<file path="src/design/qdw_pkg.sv">
// Package of constants and types for the quad converter serial write port
package qdw_pkg;
	localparam int FRAME_BITS = 16;
	localparam int CODE_BITS = 10;
	localparam int DATA_BITS = 12;
	localparam int CHANNELS = 4;
	localparam int ADDR_HI = 15;
	localparam int ADDR_LO = 14;
	localparam int OP_HI = 13;
	localparam int OP_LO = 12;
	localparam int DATA_HI = 11;
	localparam logic [CODE_BITS-1:0] CODE_RESET = 10'h000;
	localparam int SYNC_STAGES = 2;

	typedef enum logic [1:0] {
		QDW_OP_LOAD = 2'b00,
		QDW_OP_LOAD_UPD = 2'b01,
		QDW_OP_ALL_UPD = 2'b10,
		QDW_OP_PDOWN = 2'b11
	} qdw_op_t;

	typedef enum logic [1:0] {
		QDW_TERM_HIZ = 2'b00,
		QDW_TERM_LOW_R = 2'b01,
		QDW_TERM_HIGH_R = 2'b10
	} qdw_term_t;

	typedef enum logic [1:0] {
		QDW_ST_IDLE = 2'b00,
		QDW_ST_SHIFT = 2'b01,
		QDW_ST_DONE = 2'b10
	} qdw_state_t;
endpackage

</file>
<file path="src/design/qdw_sync.sv">
// Two-flop synchroniser bank for the serial link pins
module qdw_sync #(
	parameter int WIDTH = 3
) (
	// Clock and reset
	input wire logic clk_in,
	input wire logic rst_in,
	// Asynchronous inputs and their synchronised copies
	input wire logic [WIDTH-1:0] async_in,
	output logic [WIDTH-1:0] sync_out
);
	logic [WIDTH-1:0] meta_r;
	logic [WIDTH-1:0] meta_nxt;
	logic [WIDTH-1:0] sync_r;
	logic [WIDTH-1:0] sync_nxt;

	if (WIDTH < 1) begin : g_bad_width
		$error("qdw_sync width must be positive");
	end

	always_comb begin
		meta_nxt = async_in;
		sync_nxt = meta_r;
	end

	// Both stages clear to low: a falling-edge detector behind this bank
	// then cannot report an edge straight after reset, whatever the pin.
	always_ff @(posedge clk_in or posedge rst_in) begin
		if (rst_in) begin
			meta_r <= '0;
			sync_r <= '0;
		end else begin
			meta_r <= meta_nxt;
			sync_r <= sync_nxt;
		end
	end

	assign sync_out = sync_r;
endmodule

</file>
<file path="src/design/qdw_write_port.sv">
// Serial write front end of a quad ten-bit converter
module qdw_write_port
	import qdw_pkg::*;
#(
	parameter int CH = CHANNELS
) (
	// Clock and reset
	input wire logic clk_in,
	input wire logic rst_in,
	// Serial link from the host
	input wire logic frame_sel_n_in,
	input wire logic sclk_in,
	input wire logic sdata_in,
	// Channel codes and state
	output logic [CH*CODE_BITS-1:0] chan_code_out,
	output logic [CH*CODE_BITS-1:0] out_code_out,
	output logic powered_down_out,
	output logic [1:0] term_mode_out,
	output logic cmd_done_out
);
	// ------------------------------------------------------------
	// Pin synchronisation and edge finding
	// ------------------------------------------------------------
	logic [2:0] pins_s;
	logic sel_n_s;
	logic sclk_s;
	logic sdata_s;
	logic sclk_d_r;
	logic sclk_d_nxt;
	logic sel_d_r;
	logic sel_d_nxt;
	logic sclk_fall;
	logic sel_fall;

	// The address field is two bits wide, so exactly four channels are served
	if (CH != CHANNELS) begin : g_bad_ch
		$error("qdw_write_port supports four channels");
	end

	qdw_sync #(.WIDTH(3)) u_sync (
		.clk_in(clk_in),
		.rst_in(rst_in),
		.async_in({frame_sel_n_in, sclk_in, sdata_in}),
		.sync_out(pins_s)
	);

	assign sel_n_s = pins_s[2];
	assign sclk_s = pins_s[1];
	assign sdata_s = pins_s[0];
	// Data is sampled from the same synchronised vector as the clock, so
	// it stays aligned with the edge; host hold time covers the 2 cycles.
	assign sclk_fall = sclk_d_r & ~sclk_s;
	assign sel_fall = sel_d_r & ~sel_n_s;

	// ------------------------------------------------------------
	// Frame state machine and shift register
	// ------------------------------------------------------------
	qdw_state_t state_r;
	qdw_state_t state_nxt;
	logic [FRAME_BITS-1:0] shift_r;
	logic [FRAME_BITS-1:0] shift_nxt;
	logic [4:0] count_r;
	logic [4:0] count_nxt;
	logic exec;
	logic [FRAME_BITS-1:0] word;

	always_comb begin
		state_nxt = state_r;
		shift_nxt = shift_r;
		count_nxt = count_r;
		exec = 1'b0;
		sclk_d_nxt = sclk_s;
		sel_d_nxt = sel_n_s;
		word = {shift_r[FRAME_BITS-2:0], sdata_s};
		case (state_r)
			QDW_ST_IDLE: begin
				if (sel_fall) begin
					state_nxt = QDW_ST_SHIFT;
					count_nxt = 5'h00;
				end
			end
			QDW_ST_SHIFT: begin
				if (sel_n_s) begin
					state_nxt = QDW_ST_IDLE;
				end else if (sclk_fall) begin
					shift_nxt = word;
					count_nxt = count_r + 5'h01;
					if (count_r == 5'(FRAME_BITS - 1)) begin
						exec = 1'b1;
						state_nxt = QDW_ST_DONE;
					end
				end
			end
			QDW_ST_DONE: begin
				if (sel_n_s) state_nxt = QDW_ST_IDLE;
			end
			default: state_nxt = QDW_ST_IDLE;
		endcase
	end

	always_ff @(posedge clk_in or posedge rst_in) begin
		if (rst_in) begin
			state_r <= QDW_ST_IDLE;
			shift_r <= 16'h0000;
			count_r <= 5'h00;
			// Low like the synchroniser: a select held low through reset
			// shows no fall, so it never opens a frame
			sclk_d_r <= 1'b0;
			sel_d_r <= 1'b0;
		end else begin
			state_r <= state_nxt;
			shift_r <= shift_nxt;
			count_r <= count_nxt;
			sclk_d_r <= sclk_d_nxt;
			sel_d_r <= sel_d_nxt;
		end
	end

	// ------------------------------------------------------------
	// Command decode and channel registers
	// ------------------------------------------------------------
	logic [CODE_BITS-1:0] code_r [CH];
	logic [CODE_BITS-1:0] code_nxt [CH];
	logic [CODE_BITS-1:0] outc_r [CH];
	logic [CODE_BITS-1:0] outc_nxt [CH];
	logic pd_r;
	logic pd_nxt;
	logic [1:0] term_r;
	logic [1:0] term_nxt;
	logic done_r;
	logic done_nxt;
	logic [1:0] addr;
	qdw_op_t op;
	logic [CODE_BITS-1:0] val;

	always_comb begin
		addr = word[ADDR_HI:ADDR_LO];
		op = qdw_op_t'(word[OP_HI:OP_LO]);
		val = word[DATA_HI -: CODE_BITS];
		pd_nxt = pd_r;
		term_nxt = term_r;
		done_nxt = exec;
		for (int i = 0; i < CH; i++) begin
			code_nxt[i] = code_r[i];
			outc_nxt[i] = outc_r[i];
		end
		if (exec) begin
			case (op)
				QDW_OP_PDOWN: begin
					pd_nxt = 1'b1;
					term_nxt = (addr == 2'b11) ? QDW_TERM_HIZ : addr;
				end
				QDW_OP_LOAD: begin
					code_nxt[addr] = val;
					pd_nxt = 1'b0;
				end
				QDW_OP_LOAD_UPD, QDW_OP_ALL_UPD: begin
					pd_nxt = 1'b0;
					for (int i = 0; i < CH; i++) begin
						if (op == QDW_OP_ALL_UPD || addr == 2'(i)) begin
							code_nxt[i] = val;
						end
						outc_nxt[i] = code_nxt[i];
					end
				end
				default: pd_nxt = pd_r;
			endcase
		end
	end

	always_ff @(posedge clk_in or posedge rst_in) begin
		if (rst_in) begin
			for (int i = 0; i < CH; i++) begin
				code_r[i] <= CODE_RESET;
				outc_r[i] <= CODE_RESET;
			end
			pd_r <= 1'b0;
			term_r <= QDW_TERM_HIZ;
			done_r <= 1'b0;
		end else begin
			for (int i = 0; i < CH; i++) begin
				code_r[i] <= code_nxt[i];
				outc_r[i] <= outc_nxt[i];
			end
			pd_r <= pd_nxt;
			term_r <= term_nxt;
			done_r <= done_nxt;
		end
	end

	always_comb begin
		for (int i = 0; i < CH; i++) begin
			chan_code_out[i*CODE_BITS +: CODE_BITS] = code_r[i];
			out_code_out[i*CODE_BITS +: CODE_BITS] = outc_r[i];
		end
	end
	assign powered_down_out = pd_r;
	assign term_mode_out = term_r;
	assign cmd_done_out = done_r;

	// ------------------------------------------------------------
	// Assertions
	// ------------------------------------------------------------
	a_exec_on_sixteen: assert property (@(posedge clk_in)
		disable iff (rst_in)
		exec |-> (state_r == QDW_ST_SHIFT && count_r == 5'd15 && sclk_fall))
		else $error("command executed off the sixteenth edge");
	a_done_follows: assert property (@(posedge clk_in)
		disable iff (rst_in)
		exec |=> cmd_done_out && state_r == QDW_ST_DONE)
		else $error("done pulse missing after command");
	a_abort_no_change: assert property (@(posedge clk_in)
		disable iff (rst_in)
		(state_r == QDW_ST_SHIFT && sel_n_s) |=> $stable(chan_code_out)
		&& $stable(out_code_out) && $stable(term_mode_out)
		&& $stable(powered_down_out) && state_r == QDW_ST_IDLE)
		else $error("aborted frame changed state");
	// The last shift lands on the edge that enters DONE, so stability is
	// judged from the following cycle on
	a_done_ignores: assert property (@(posedge clk_in)
		disable iff (rst_in)
		(state_r == QDW_ST_DONE) |-> !exec ##1 $stable(shift_r))
		else $error("clock used after sixteenth edge");
	a_idle_ignores: assert property (@(posedge clk_in)
		disable iff (rst_in)
		(state_r == QDW_ST_IDLE) |=> $stable(shift_r) && $stable(out_code_out))
		else $error("link used while deselected");
	a_shift_bit: assert property (@(posedge clk_in)
		disable iff (rst_in)
		(state_r == QDW_ST_SHIFT && !sel_n_s && sclk_fall)
		|=> shift_r[0] == $past(sdata_s) && count_r == $past(count_r) + 5'd1)
		else $error("bit not shifted on falling edge");
	a_pd_keeps: assert property (@(posedge clk_in)
		disable iff (rst_in)
		(exec && op == QDW_OP_PDOWN) |=> $stable(chan_code_out)
		&& powered_down_out)
		else $error("power-down altered a channel code");
	a_wake_up: assert property (@(posedge clk_in)
		disable iff (rst_in)
		(exec && op != QDW_OP_PDOWN) |=> !powered_down_out)
		else $error("valid command left device powered down");
	a_term_map: assert property (@(posedge clk_in)
		disable iff (rst_in)
		(exec && op == QDW_OP_PDOWN && addr == 2'b11) |=> term_mode_out == 2'b00)
		else $error("address 11 not mapped to high impedance");
	a_new_frame: assert property (@(posedge clk_in)
		disable iff (rst_in)
		(state_r == QDW_ST_IDLE && !sel_fall) |=> state_r == QDW_ST_IDLE)
		else $error("frame began without select falling");
endmodule

</file>
<file path="config.mk">
export PLATFORM = sky130hd
export DESIGN_NAME = qdw_write_port
export DESIGN_NICKNAME = d
export VERILOG_FILES = /design/src/design/qdw_pkg.sv /design/src/design/qdw_sync.sv /design/src/design/qdw_write_port.sv
export SDC_FILE = /design/constraint.sdc
export NUM_CORES = 1
export LEC_CHECK = 0
export BUFFER_PORTS_ARGS = -buffer_cell sky130_fd_sc_hd__buf_2
export CAP_MARGIN = 20
export CORE_ASPECT_RATIO = 0.6
export CORE_MARGIN = 5
export CORE_UTILIZATION = 43
export DETAILED_ROUTE_END_ITERATION = 10
export GPL_TIMING_DRIVEN = 1
export PLACE_DENSITY_LB_ADDON = 0.05
export SYNTH_ARGS = -nofsm -noshare
export SYNTH_HDL_FRONTEND = slang
export SYNTH_SLANG_ARGS = --single-unit
</file>
<file path="constraint.sdc">
create_clock -name clk_in -period 10.07 [get_ports clk_in]
set_clock_uncertainty 0.05 [all_clocks]
set_input_delay 1.5105 -clock clk_in [delete_from_list [all_inputs] [get_ports clk_in]]
set_output_delay 1.5105 -clock clk_in [all_outputs]
set_load 0.01 [all_outputs]
</file>
==> Word level (Yosys, flattened, before mapping) <==
Index checks and enable logic that the tools add are counted.
{ "word_totals": {"register_bits": 114, "latchBits": 0, "mem_bits_rw": 0, "romBits": 0, "in_bits": 5, "out_inout_bits": 84, "mem_count": 0} }
{ "op_classes": {"n_addsub": 1, "multipliers": 0, "div_mod_pow": 0, "n_lt_le_gt_ge": 2, "eq_ne": 15, "n_shift": 0, "n_mux": 24, "bitwise_logic": 5, "n_reduce_logical": 18} }
{ "op_table": {"columns": ["operator", "count"], "rows": [
  ["case mux 40 bit (2 select lines)", 1],
  ["two-way mux 10 bit", 5],
  ["bitwise mux 40 bit", 1],
  ["demux 10 bit (select 2 bit)", 1],
  ["two-way mux 5 bit", 3],
  ["two-way mux 2 bit", 6],
  ["equality test 2 bit (second input constant)", 5],
  ["case mux 5 bit (2 select lines)", 1],
  ["AND reduction 4 bit", 2],
  ["equality test 2 x 1 -> 1 bit (second input constant)", 3],
  ["logical NOT 2 bit", 3],
  ["!= test 2 bit (second input constant)", 3],
  ["!= test 3 x 2 -> 1 bit (second input constant)", 2],
  ["case mux 2 bit (3 select lines)", 1],
  ["AND reduction 2 bit", 3],
  ["adder 5 x 1 -> 5 bit (second input constant)", 1],
  ["equality test 5 x 4 -> 1 bit (second input constant)", 1],
  ["logical OR 1 bit", 4],
  ["two-way mux 1 bit", 4],
  ["nonzero test 2 bit", 2],
  ["greater-or-equal comparator 3 bit (second input constant)", 1],
  ["less-than comparator 3 x 1 -> 1 bit (second input constant)", 1],
  ["inverter 2 -> 3 bit", 1],
  ["AND reduction 3 bit", 1],
  ["other kinds (7)", 9]
]} }

==> Logic depth before layout (Yosys ltp) <==
Gate-level depths: netlist of the first run.
{ "depth": {"depth_word": 7, "mapped_depth": 8} }

==> By module <==
A second synthesis of the first run with hierarchy kept.
{ "hier_totals": {"cells_unflattened": 399, "area_unflattened_um2": 5013.6} }
{ "by_module_without_submodules": {"columns": ["mod", "n_inst", "cells_each", "area_each_um2"], "rows": [
  ["qdw_write_port", 1, 392, 4859.7],
  ["qdw_sync", 1, 7, 153.9]
]} }

==> Worst setup path before layout of the first run <==
No wires, ideal clock.
{ "synth_timing": {"kind": "register to register", "from": "reg shift_r[11]", "to": "reg code_r, in the netlist chan_code_out[18]", "setup_time_ns": 0.125, "arrival_ns": 2.014, "t_required_ns": 9.895, "path_slack_ns": 7.881, "path_stages_with_launch": 7, "n_path_buf": 1, "period_less_slack_ns": 2.189, "cell_sequence": "dfrtp_1 -> inv_1 -> ha_1 -> nand2b_1 -> a2111oi_4 -> buf_6 -> mux2_4"} }
{ "synth_via": {"elab_chain_cells": 4, "word_cells_on_any_way": 9, "cone_classes": "eq/ne (2); mux (2); reduce/logical (5)"} }
{ "synth_rtl": {"columns": ["element", "line", "text"], "rows": [
  ["start: declaration", "qdw_write_port.sv:60", "logic [FRAME_BITS-1:0] shift_r;"],
  ["start signal: assignment", "qdw_write_port.sv:112", "shift_r <= shift_nxt;"],
  ["equality test 2 bit or equality test 2 x 1 -> 1 bit (tied branches)", "qdw_write_port.sv:148, qdw_write_port.sv:160", null],
  ["logical OR 1 bit or OR reduction 2 bit (tied branches)", "qdw_write_port.sv:160, qdw_write_port.sv:148", null],
  ["two-way mux 10 bit or nonzero test 2 bit (tied branches)", null, null],
  ["case mux 40 bit (2 select lines) or AND reduction 2 bit (tied branches)", null, null],
  ["end signal: indexed assignment", "qdw_write_port.sv:182", "code_r[i] <= code_nxt[i];"],
  ["end: declaration", "qdw_write_port.sv:122", "logic [CODE_BITS-1:0] code_r [CH];"]
]} }
Several ways; a longest one is shown, not always the timed one.
A chain may end at the register's enable or synchronous reset.

==> Worst setup path after layout of the first run <==
{ "layout_timing": {"from": "reg shift_r[11]", "to": "reg code_r, in the netlist chan_code_out[29]"} }
Same word-level chain as after synthesis.

==> results of run 1 <==
-- cell type report --
class                           count  area, um^2
Fill cell                        1104        5715
Multi-Input combinational cell    274        2173
Clock buffer                       22       474.2
Timing Repair Buffer               95       493.0
Sequential cell                   114        2853
Inverter                           41       156.4
Tap cell                          165       206.4
Clock inverter                     10       107.6
-- worst max-delay path, cell delays in order (launching register included) --
cell and delay [ns]:
dfrtp_1 0.41, inv_1 0.08, ha_1 0.64, nand2b_1 0.41, a2111oi_4 1.01, mux2_4 0.35
-- per-layer routing --
layer  share of wire  vias up  routed length [um]
li1                -     1808                   -
met1            0.50     1951                6974
met2            0.44      104                6139
met3           0.059       11                 831
met4          0.0074        0                 104
met5               0        -                   0
-- flip-flops by register name, summed over array words and instances, names as in the netlist --
register / count
powered_down_out: 1
sel_d_r: 1
chan_code_out: 40
count_r: 5
u_sync.sync_out: 3
shift_r: 15
out_code_out: 40
state_r: 2
cmd_done_out: 1
u_sync.meta_r: 3
term_mode_out: 2
sclk_d_r: 1
-- metrics by stage --
stage          power, uW  utilization  worst slack (ns)
2_1_floorplan      511.3            -             5.494
3_3_place_gp       526.4       0.4817             7.041
3_5_place_dp       527.8       0.4823             6.992
4_1_cts             1117       0.5301             7.023
5_1_grt             1145       0.5307             6.775
6_report            1106       0.5307             6.993
-- where the power goes --
part	switching, uW	total, uW	internal (uW)
clock	205	586	381
combinational	18.1	32.1	14.0
sequential	20.2	487	467
total	244	1110	862
-- cells by family after synthesis --
kind of cell,share of synthesized area
adders and majority gates,0.01155
and+or+nand+nor,0.06491
muxes,0.1885
buffers and inverters,0.07322
AOI/OAI and AO/OA,0.1351
DFF,0.5267
-- cells in the final DEF, fill, tap and decap left out, drive strengths merged, types with 2 or more instances in the layout --
cell type	n
mux2	48
a31oi	50
nand3	23
ha	5
clkinvlp	3
o21ai	38
and3	2
inv	41
buf	95
nand3b	2
nor3	2
bufinv	2
nand2	21
a21oi	12
nor2b	3
a2111oi	6
nand2b	6
mux2i	45
clkbuf	22
dfrtp	114
clkinv	5
-- worst paths after layout --
path | slack (ns) | depth (start not counted) | to | from
worst max-delay path | 6.99 | 5 | chan_code_out[29] | shift_r[11]
worst min-delay path | 0.30 | 0 | u_sync.sync_out[1] | u_sync.meta_r[1]
worst max register to register | 6.99 | 5 | chan_code_out[29] | shift_r[11]
worst min register to register | 0.30 | 0 | u_sync.sync_out[1] | u_sync.meta_r[1]
max in group asynchronous | 7.54 | 3 | out_code_out[29] | rst_in
min in group asynchronous | 1.10 | 2 | count_r[1] | rst_in
==> results.toml, run 1 <==
[clock_tree]
insertion_delay_ns = 0.41
cts-resized-gates = 0
numCtsBuffers = 17
cts_tree = "built"
cts.reportedPaths.clkPinSlew_ns = 0.05
cts_max_level = 4
clkSinkCount = 114
ctsLongestPathBuffers = 2
postCtsSetupBuffers = 0
cts_hold_buffers = 0
root_buffer = "clkbuf_16"

[die]
chipHeight_um = 96.94
die_width_um = 154.9
die-area_mm2 = 0.01501
core_mm2 = 0.01218
core.rowCount = 31
num_io_pins = 89
start_util = 0.4447

[finish]
fin_area_mm2 = 0.006464
instances_no_fill = 721
antennaDiodeCount = 0
fin_nets = 553
syn_to_final_growth_pct = 19.33
drive_gt1_frac = 0.3201

[route]
drtIter0Drc = 224
dr.pass1.iters = 4
totalWireLength_mm = 14.05
ant_nets = 0
viasPerCell = 5.373
route.vias.total = 3874
wire_per_inst_um = 19.49
drc = 0

[timing]
slew_viol_final = 0
worst-slew-pin-transition_ns = 1.046
setup_viol = 0
post-route-min-period_ns = 3.078
timing.fmax_ghz = 0.3249
hold_ws_ns = 0.2991
slew_headroom = 0.3012
setup-tns-final_ns = 0
rsz0062_at_grt = "no"
hold_viol = 0
timing.final.crit_share = 0.3056

[global_route]
grt_overflow_total = 0
grt_max_degree = 74
grtUsageMet1 = 0.2926
grt_pass1_wl_mm = 23.07
busiest_layer = "met1"
antenna_found_initial = 0
use_met3 = 0.04416
grtUsageTotal = 0.1944
met2_usage = 0.2776
grt_pass1_vias = 4014

[synth]
yosys_warnings = 0
yosysSeqAreaShare = 0.5267
synth.area.top_cells = "dfrtp_1, mux2i_1, mux2_2"
ys_types = 39
synth_edf_count = 0
synth_top_cell_area_share = 0.5267
netlist_instances = 477
synth.largest_area_cell = "dfrtp_1"
yosysMostFrequentCell = "dfrtp_1"
syn_avg_cell_area_um2 = 11.36
synth-seq-cells = 114
synth_top_flop_cell = "dfrtp_1"
synth_nets = 487
async_flop_share = 1.000
synth_area_mm2 = 0.005416
synthTopCellsByCount = "dfrtp_1, a31oi_1, mux2i_1, inv_1, o21ai_0"

[placement]
placedCellCount = 688
hpwl_mm = 9.194
post_dp_cell_area_mm2 = 0.005874
io_buffers = 88
gp_congestion = 0.7830

[critical_path]
worst_setup_path_end_kind = "flip-flop"
critical_path.max_fanout = 24
critPathKind = "reg -> reg"
startpoint_type = "flip-flop"
critPathArrivalTime_ns = 3.31
required_ns = 10.31

[pwr]
ir_drop_mv = 0.1155
p_per_area_mw_per_mm2 = 171.0
leakage_uw = 0.003130

[job]
max_cap_viol_count = 0

[run_status]
status = "completed"

[worst_hold_path]
hp-class = "reg -> reg"
No activity file was read; power rests on OpenSTA's default activity.
==> inputs of run 2 (changes only) <==
==> constraint.sdc (replaced) <==
create_clock -name clk_in -period 3.1 [get_ports clk_in]
set_clock_uncertainty 0.05 [all_clocks]
set_input_delay 0.465 -clock clk_in [delete_from_list [all_inputs] [get_ports clk_in]]
set_output_delay 0.465 -clock clk_in [all_outputs]
set_load 0.01 [all_outputs]
==> run 2 against run 1 <==
Effect of this change: total power grew to 3.2 times the previous value; sequential share of layout area shrank 0.32 points; maximum frequency grew 23%; first-iteration DRC count grew 42%; hold slack lost 0.24 ns; combinational power grew to 3.3 times the previous value; cell area grew 0.74%; sequential power grew to 3.2 times the previous value; flip-flop and latch count is the same; setup slack lost 6.4 ns; via count grew 0.46%; largest cell class unchanged; largest power group unchanged.
==> results.toml, run 2 (synthesis gave the netlist of run 1 again) <==
[route]
totalWireLength_mm = 14.02
route.vias.total = 3892
wire_per_inst_um = 19.26
dr.pass1.iters = 4
viasPerCell = 5.346
drc = 0
ant_nets = 0
drtIter0Drc = 318

[clock_tree]
postCtsSetupBuffers = 0
cts.reportedPaths.clkPinSlew_ns = 0.05
cts_hold_buffers = 0
clkSinkCount = 114
numCtsBuffers = 17
root_buffer = "clkbuf_16"
cts-resized-gates = 0
cts_max_level = 4
insertion_delay_ns = 0.40
ctsLongestPathBuffers = 2
cts_tree = "built"

[die]
core.rowCount = 31
die-area_mm2 = 0.01501
chipHeight_um = 96.94
core_mm2 = 0.01218
start_util = 0.4447
num_io_pins = 89
die_width_um = 154.9

[critical_path]
critPathKind = "reg -> reg"
startpoint_type = "flip-flop"
critPathArrivalTime_ns = 2.78
required_ns = 3.38
worst_setup_path_end_kind = "flip-flop"
critical_path.max_fanout = 6

[placement]
post-place-ws_ns = 0.5952
io_buffers = 88
hpwl_mm = 9.155
gp_congestion = 0.7578
post_dp_cell_area_mm2 = 0.005948

[pwr]
leakage_uw = 0.003158
intPower_uw = 2757
p_clk_frac = 0.526
comb_power_share = 0.030
p_per_area_mw_per_mm2 = 547.5
switching_share = 0.2267
p_seq_frac = 0.444
ir_drop_mv = 0.3481
power_switching_uw = 808.2

[timing]
rsz0062_at_grt = "no"
timing.final.crit_share = 0.8074
setup_slack_ns = 0.5972
hold_viol = 0
timing.fmax_ghz = 0.3995
setup_viol = 0
slew_headroom = 0.3231
post-route-min-period_ns = 2.503
worst-slew-pin-transition_ns = 1.013
slew_viol_final = 0
setup-tns-final_ns = 0

[finish]
fin_nets = 560
antennaDiodeCount = 0
fin_area_mm2 = 0.006511
syn_to_final_growth_pct = 20.21
drive_gt1_frac = 0.3268
layout_commonest_cell = "dfrtp_1"
layout_common_cells = "dfrtp_1, buf_2, a31oi_1"

[global_route]
grt_pass1_wl_mm = 22.87
grtUsageTotal = 0.1932
antenna_found_initial = 0
grt_pass1_vias = 3935
grt_max_degree = 91
grt_overflow_total = 0

[job]
max_cap_viol_count = 0

[run_status]
status = "completed"

[worst_hold_path]
hp-class = "in -> async"
==> run 2: changes by cell type in the layout (fill, tap and decap cells not counted), sizes merged <==
cell      before  now
buf           95  102
inv           41   40
clkbuf        22   21
clkinv         5    6
clkinvlp       3    4
==> run 2: through the flow <==
step	hold WS (ns)	instances	util	power (uW)
6_report	0.05822	728	0.5346	3565
4_1_cts	0.07230	728	0.5346	3598
3_3_place_gp	0.2846	696	0.4884	1714
2_1_floorplan	0.2812	477	-	1661
3_5_place_dp	0.2847	696	0.4884	1718
5_1_grt	0.09785	728	0.5346	3692
==> run 2: final cells by class <==
| cell class | instances | area (um^2) |
|---|---|---|
| flip-flops and latches | 114 | 2853 |
| clock buffers | 21 | 450.4 |
| clock inverters | 11 | 112.6 |
| multi-input cells | 274 | 2173 |
| inverters | 41 | 157.7 |
| repair buffers | 102 | 558.0 |
| well taps | 165 | 206.4 |
| fillers | 1097 | 5668 |
==> run 2: layer usage <==
metal / vias to the layer above / GRT usage / routed length, um
met5: - / 0 / 0
met4: 0 / 0.05360 / 103
met3: 11 / 0.04282 / 713
met2: 99 / 0.2743 / 6078
met1: 1946 / 0.2947 / 7124
li1: 1836 / - / -
==> run 2: power by group through the flow <==
stage               logic (uW)  clock network [uW]  registers, uW
floorplan                  109                   0           1550
global placement           107                   0           1610
detailed placement         110                   0           1610
CTS                        110                1910           1580
global route               120                1990           1590
finish                     106                1870           1580
==> run 2: final timing paths <==
path / start / end / slack (ns) / depth (start not counted)
worst min register to register: u_sync.meta_r[2] / u_sync.sync_out[2] / 0.30 / 0
worst min-delay path: rst_in / cmd_done_out / 0.06 / 2
max in group asynchronous: rst_in / out_code_out[25] / 2.08 / 3
worst max-delay path: shift_r[11] / chan_code_out[6] / 0.60 / 6
min in group clk_in: sdata_in / u_sync.meta_r[0] / 0.11 / 1
worst max register to register: shift_r[11] / chan_code_out[6] / 0.60 / 6
==> run 2: critical path, cell delays in order (launching register included) <==
cell	delay [ns]
dfrtp_1	0.40
inv_1	0.07
ha_1	0.39
nand2b_1	0.38
a2111oi_4	0.69
buf_4	0.27
mux2i_1	0.19
==> inputs of run 3 (changes only) <==
==> constraint.sdc (replaced) <==
create_clock -name clk_in -period 2.07 [get_ports clk_in]
set_clock_uncertainty 0.05 [all_clocks]
set_input_delay 0.3105 -clock clk_in [delete_from_list [all_inputs] [get_ports clk_in]]
set_output_delay 0.3105 -clock clk_in [all_outputs]
set_load 0.01 [all_outputs]
==> run 3 against run 2 <==
Effect of this change: first-iteration DRC count fell by 7.9%; sequential power rose by 49%; largest power group unchanged; setup slack got worse by 0.52 ns; die area did not move; largest cell class unchanged; clock power rose by 55%; final cell count rose by 4.0%; critical path depth rose by 3; highest routed layer unchanged.
==> results.toml, run 3 (synthesis gave the netlist of run 1 again) <==
[route]
wire_per_inst_um = 18.84
totalWireLength_mm = 14.26
drtIter0Drc = 293
viasPerCell = 5.309
drc = 0
dr.pass1.iters = 4
ant_nets = 0
route.vias.total = 4019

[finish]
drive_gt1_frac = 0.3649
layout_common_cells = "dfrtp_1, buf_2, a31oi_1"
instances_no_fill = 757
nFillCells = 1091
fin_area_mm2 = 0.006899
syn_to_final_growth_pct = 27.37
multi_input_area_mm2 = 0.002208
antennaDiodeCount = 0
fin_nets = 592
layout_commonest_cell = "dfrtp_1"
register_area_mm2 = 0.002853

[critical_path]
required_ns = 2.33
crit_chain = "ha_2 -> and3_4 -> ha_4 -> nand3b_1 -> buf_6 -> a2111oi_4 -> buf_6 -> buf_6 -> mux2i_2"
path_common_cell = "buf_6"
critPathArrivalTime_ns = 2.25
r2r-end = "chan_code_out[34]"
critical-path-slowest-cell = "dfrtp_1"
startpoint_type = "flip-flop"
worst_setup_path_end_kind = "flip-flop"
critPathKind = "reg -> reg"
rrSetupSlack_ns = 0.08
r2r-start = "count_r[0]"
critical_path.max_fanout = 7
rr_worst_depth = 9
slowest_delay_ns = 0.36

[placement]
placedCellCount = 716
post_dp_cell_area_mm2 = 0.006163
post-place-ws_ns = -0.01479
io_buffers = 88
hpwl_mm = 9.291
gp_congestion = 0.8033

[die]
die_width_um = 154.9
die-area_mm2 = 0.01501
num_io_pins = 89
start_util = 0.4447
core_mm2 = 0.01218
chipHeight_um = 96.94
core.rowCount = 31

[run_status]
status = "completed"

[timing]
setup-tns-final_ns = 0
timing.final.crit_share = 0.9629
setup_viol = 0
hold_ws_ns = 0.2944
rsz0062_at_grt = "yes"
timing.fmax_ghz = 0.5017
slew_viol_final = 0
worst-slew-pin-transition_ns = 0.6268
post-route-min-period_ns = 1.993
hold_viol = 0
setup_slack_ns = 0.07686
slew_headroom = 0.5713

[worst_hold_path]
min_from = "u_sync.meta_r[1]"
hold_end = "u_sync.sync_out[1]"
holdPathStages = 0
hp-class = "reg -> reg"

[clock_tree]
root_buffer = "clkbuf_16"
numCtsBuffers = 17
cts_max_level = 4
cts.reportedPaths.clkPinSlew_ns = 0.05
clkSinkCount = 114
cts_tree = "built"
ctsLongestPathBuffers = 2
insertion_delay_ns = 0.40

[global_route]
grtUsageMet1 = 0.2783
busiest_layer = "met1"
grt_max_degree = 93
grt_overflow_total = 0
antenna_found_initial = 0
grt_pass1_vias = 4105
grtUsageTotal = 0.1935
use_met3 = 0.05798
grt_pass1_wl_mm = 22.96
met2_usage = 0.2743

[pwr]
leakage_uw = 0.003363
p_per_area_mw_per_mm2 = 790.7
ir_drop_mv = 0.5299

[job]
max_cap_viol_count = 0
[run 3: how the worst max path moves through the flow]
stage           startpoint                end  slack [ns]  cells after the start
2_1_floorplan   count_r[0]  chan_code_out[18]       -0.06                      7
3_3_place_gp   shift_r[11]  chan_code_out[39]        0.03                      6
3_5_place_dp   shift_r[11]  chan_code_out[24]       -0.01                      6
4_1_cts         count_r[1]  chan_code_out[34]        0.01                      9
5_1_grt         count_r[1]  chan_code_out[34]       -0.01                      9
6_report        count_r[0]  chan_code_out[34]        0.08                      9
[run 3: per-layer routing]
layer	up-vias	wire length, um
met5	-	0
met4	0	251
met3	22	1160
met2	147	6134
met1	1962	6717
li1	1888	-
[run 3: final cells by class]
type,count,area share
clock buffer,25,0.07472
clock inverter,4,0.01052
multi-input combinational,274,0.3201
timing repair buffer,134,0.1284
tap,165,0.02992
sequential,114,0.4135
inverter,41,0.02285
[run 3: critical path: cells and delay by family, from the launching register on]
| kind | cells | cell delay (ns) |
|---|---|---|
| compound gates | 1 | 0.21 |
| fa+ha+maj | 2 | 0.30 |
| buf+inv | 3 | 0.48 |
| flops | 1 | 0.36 |
| mux | 1 | 0.22 |
| simple gates | 2 | 0.27 |
[run 3: per-stage QoR]
stage                     power (uW)  utilization
after floorplan                 2488            -
final                           5455       0.5665
after detailed placement        2584       0.5061
after global routing            5646       0.5665
after global placement          2574       0.5061
after CTS                       5519       0.5593
[run 3: what timing repair did]
item,in CTS,in global routing
buffers inserted,1,7
hold buffers,4,0
setup endpoints to repair,13,29
resized for setup,3,8
pin swaps,1,0
hold endpoints to repair,25,0
[run 3: report_power, final]
group | switching, uW | internal [uW] | total [uW]
clock network | 961 | 1940 | 2900
registers | 82.7 | 2270 | 2350
logic | 105 | 91.8 | 197
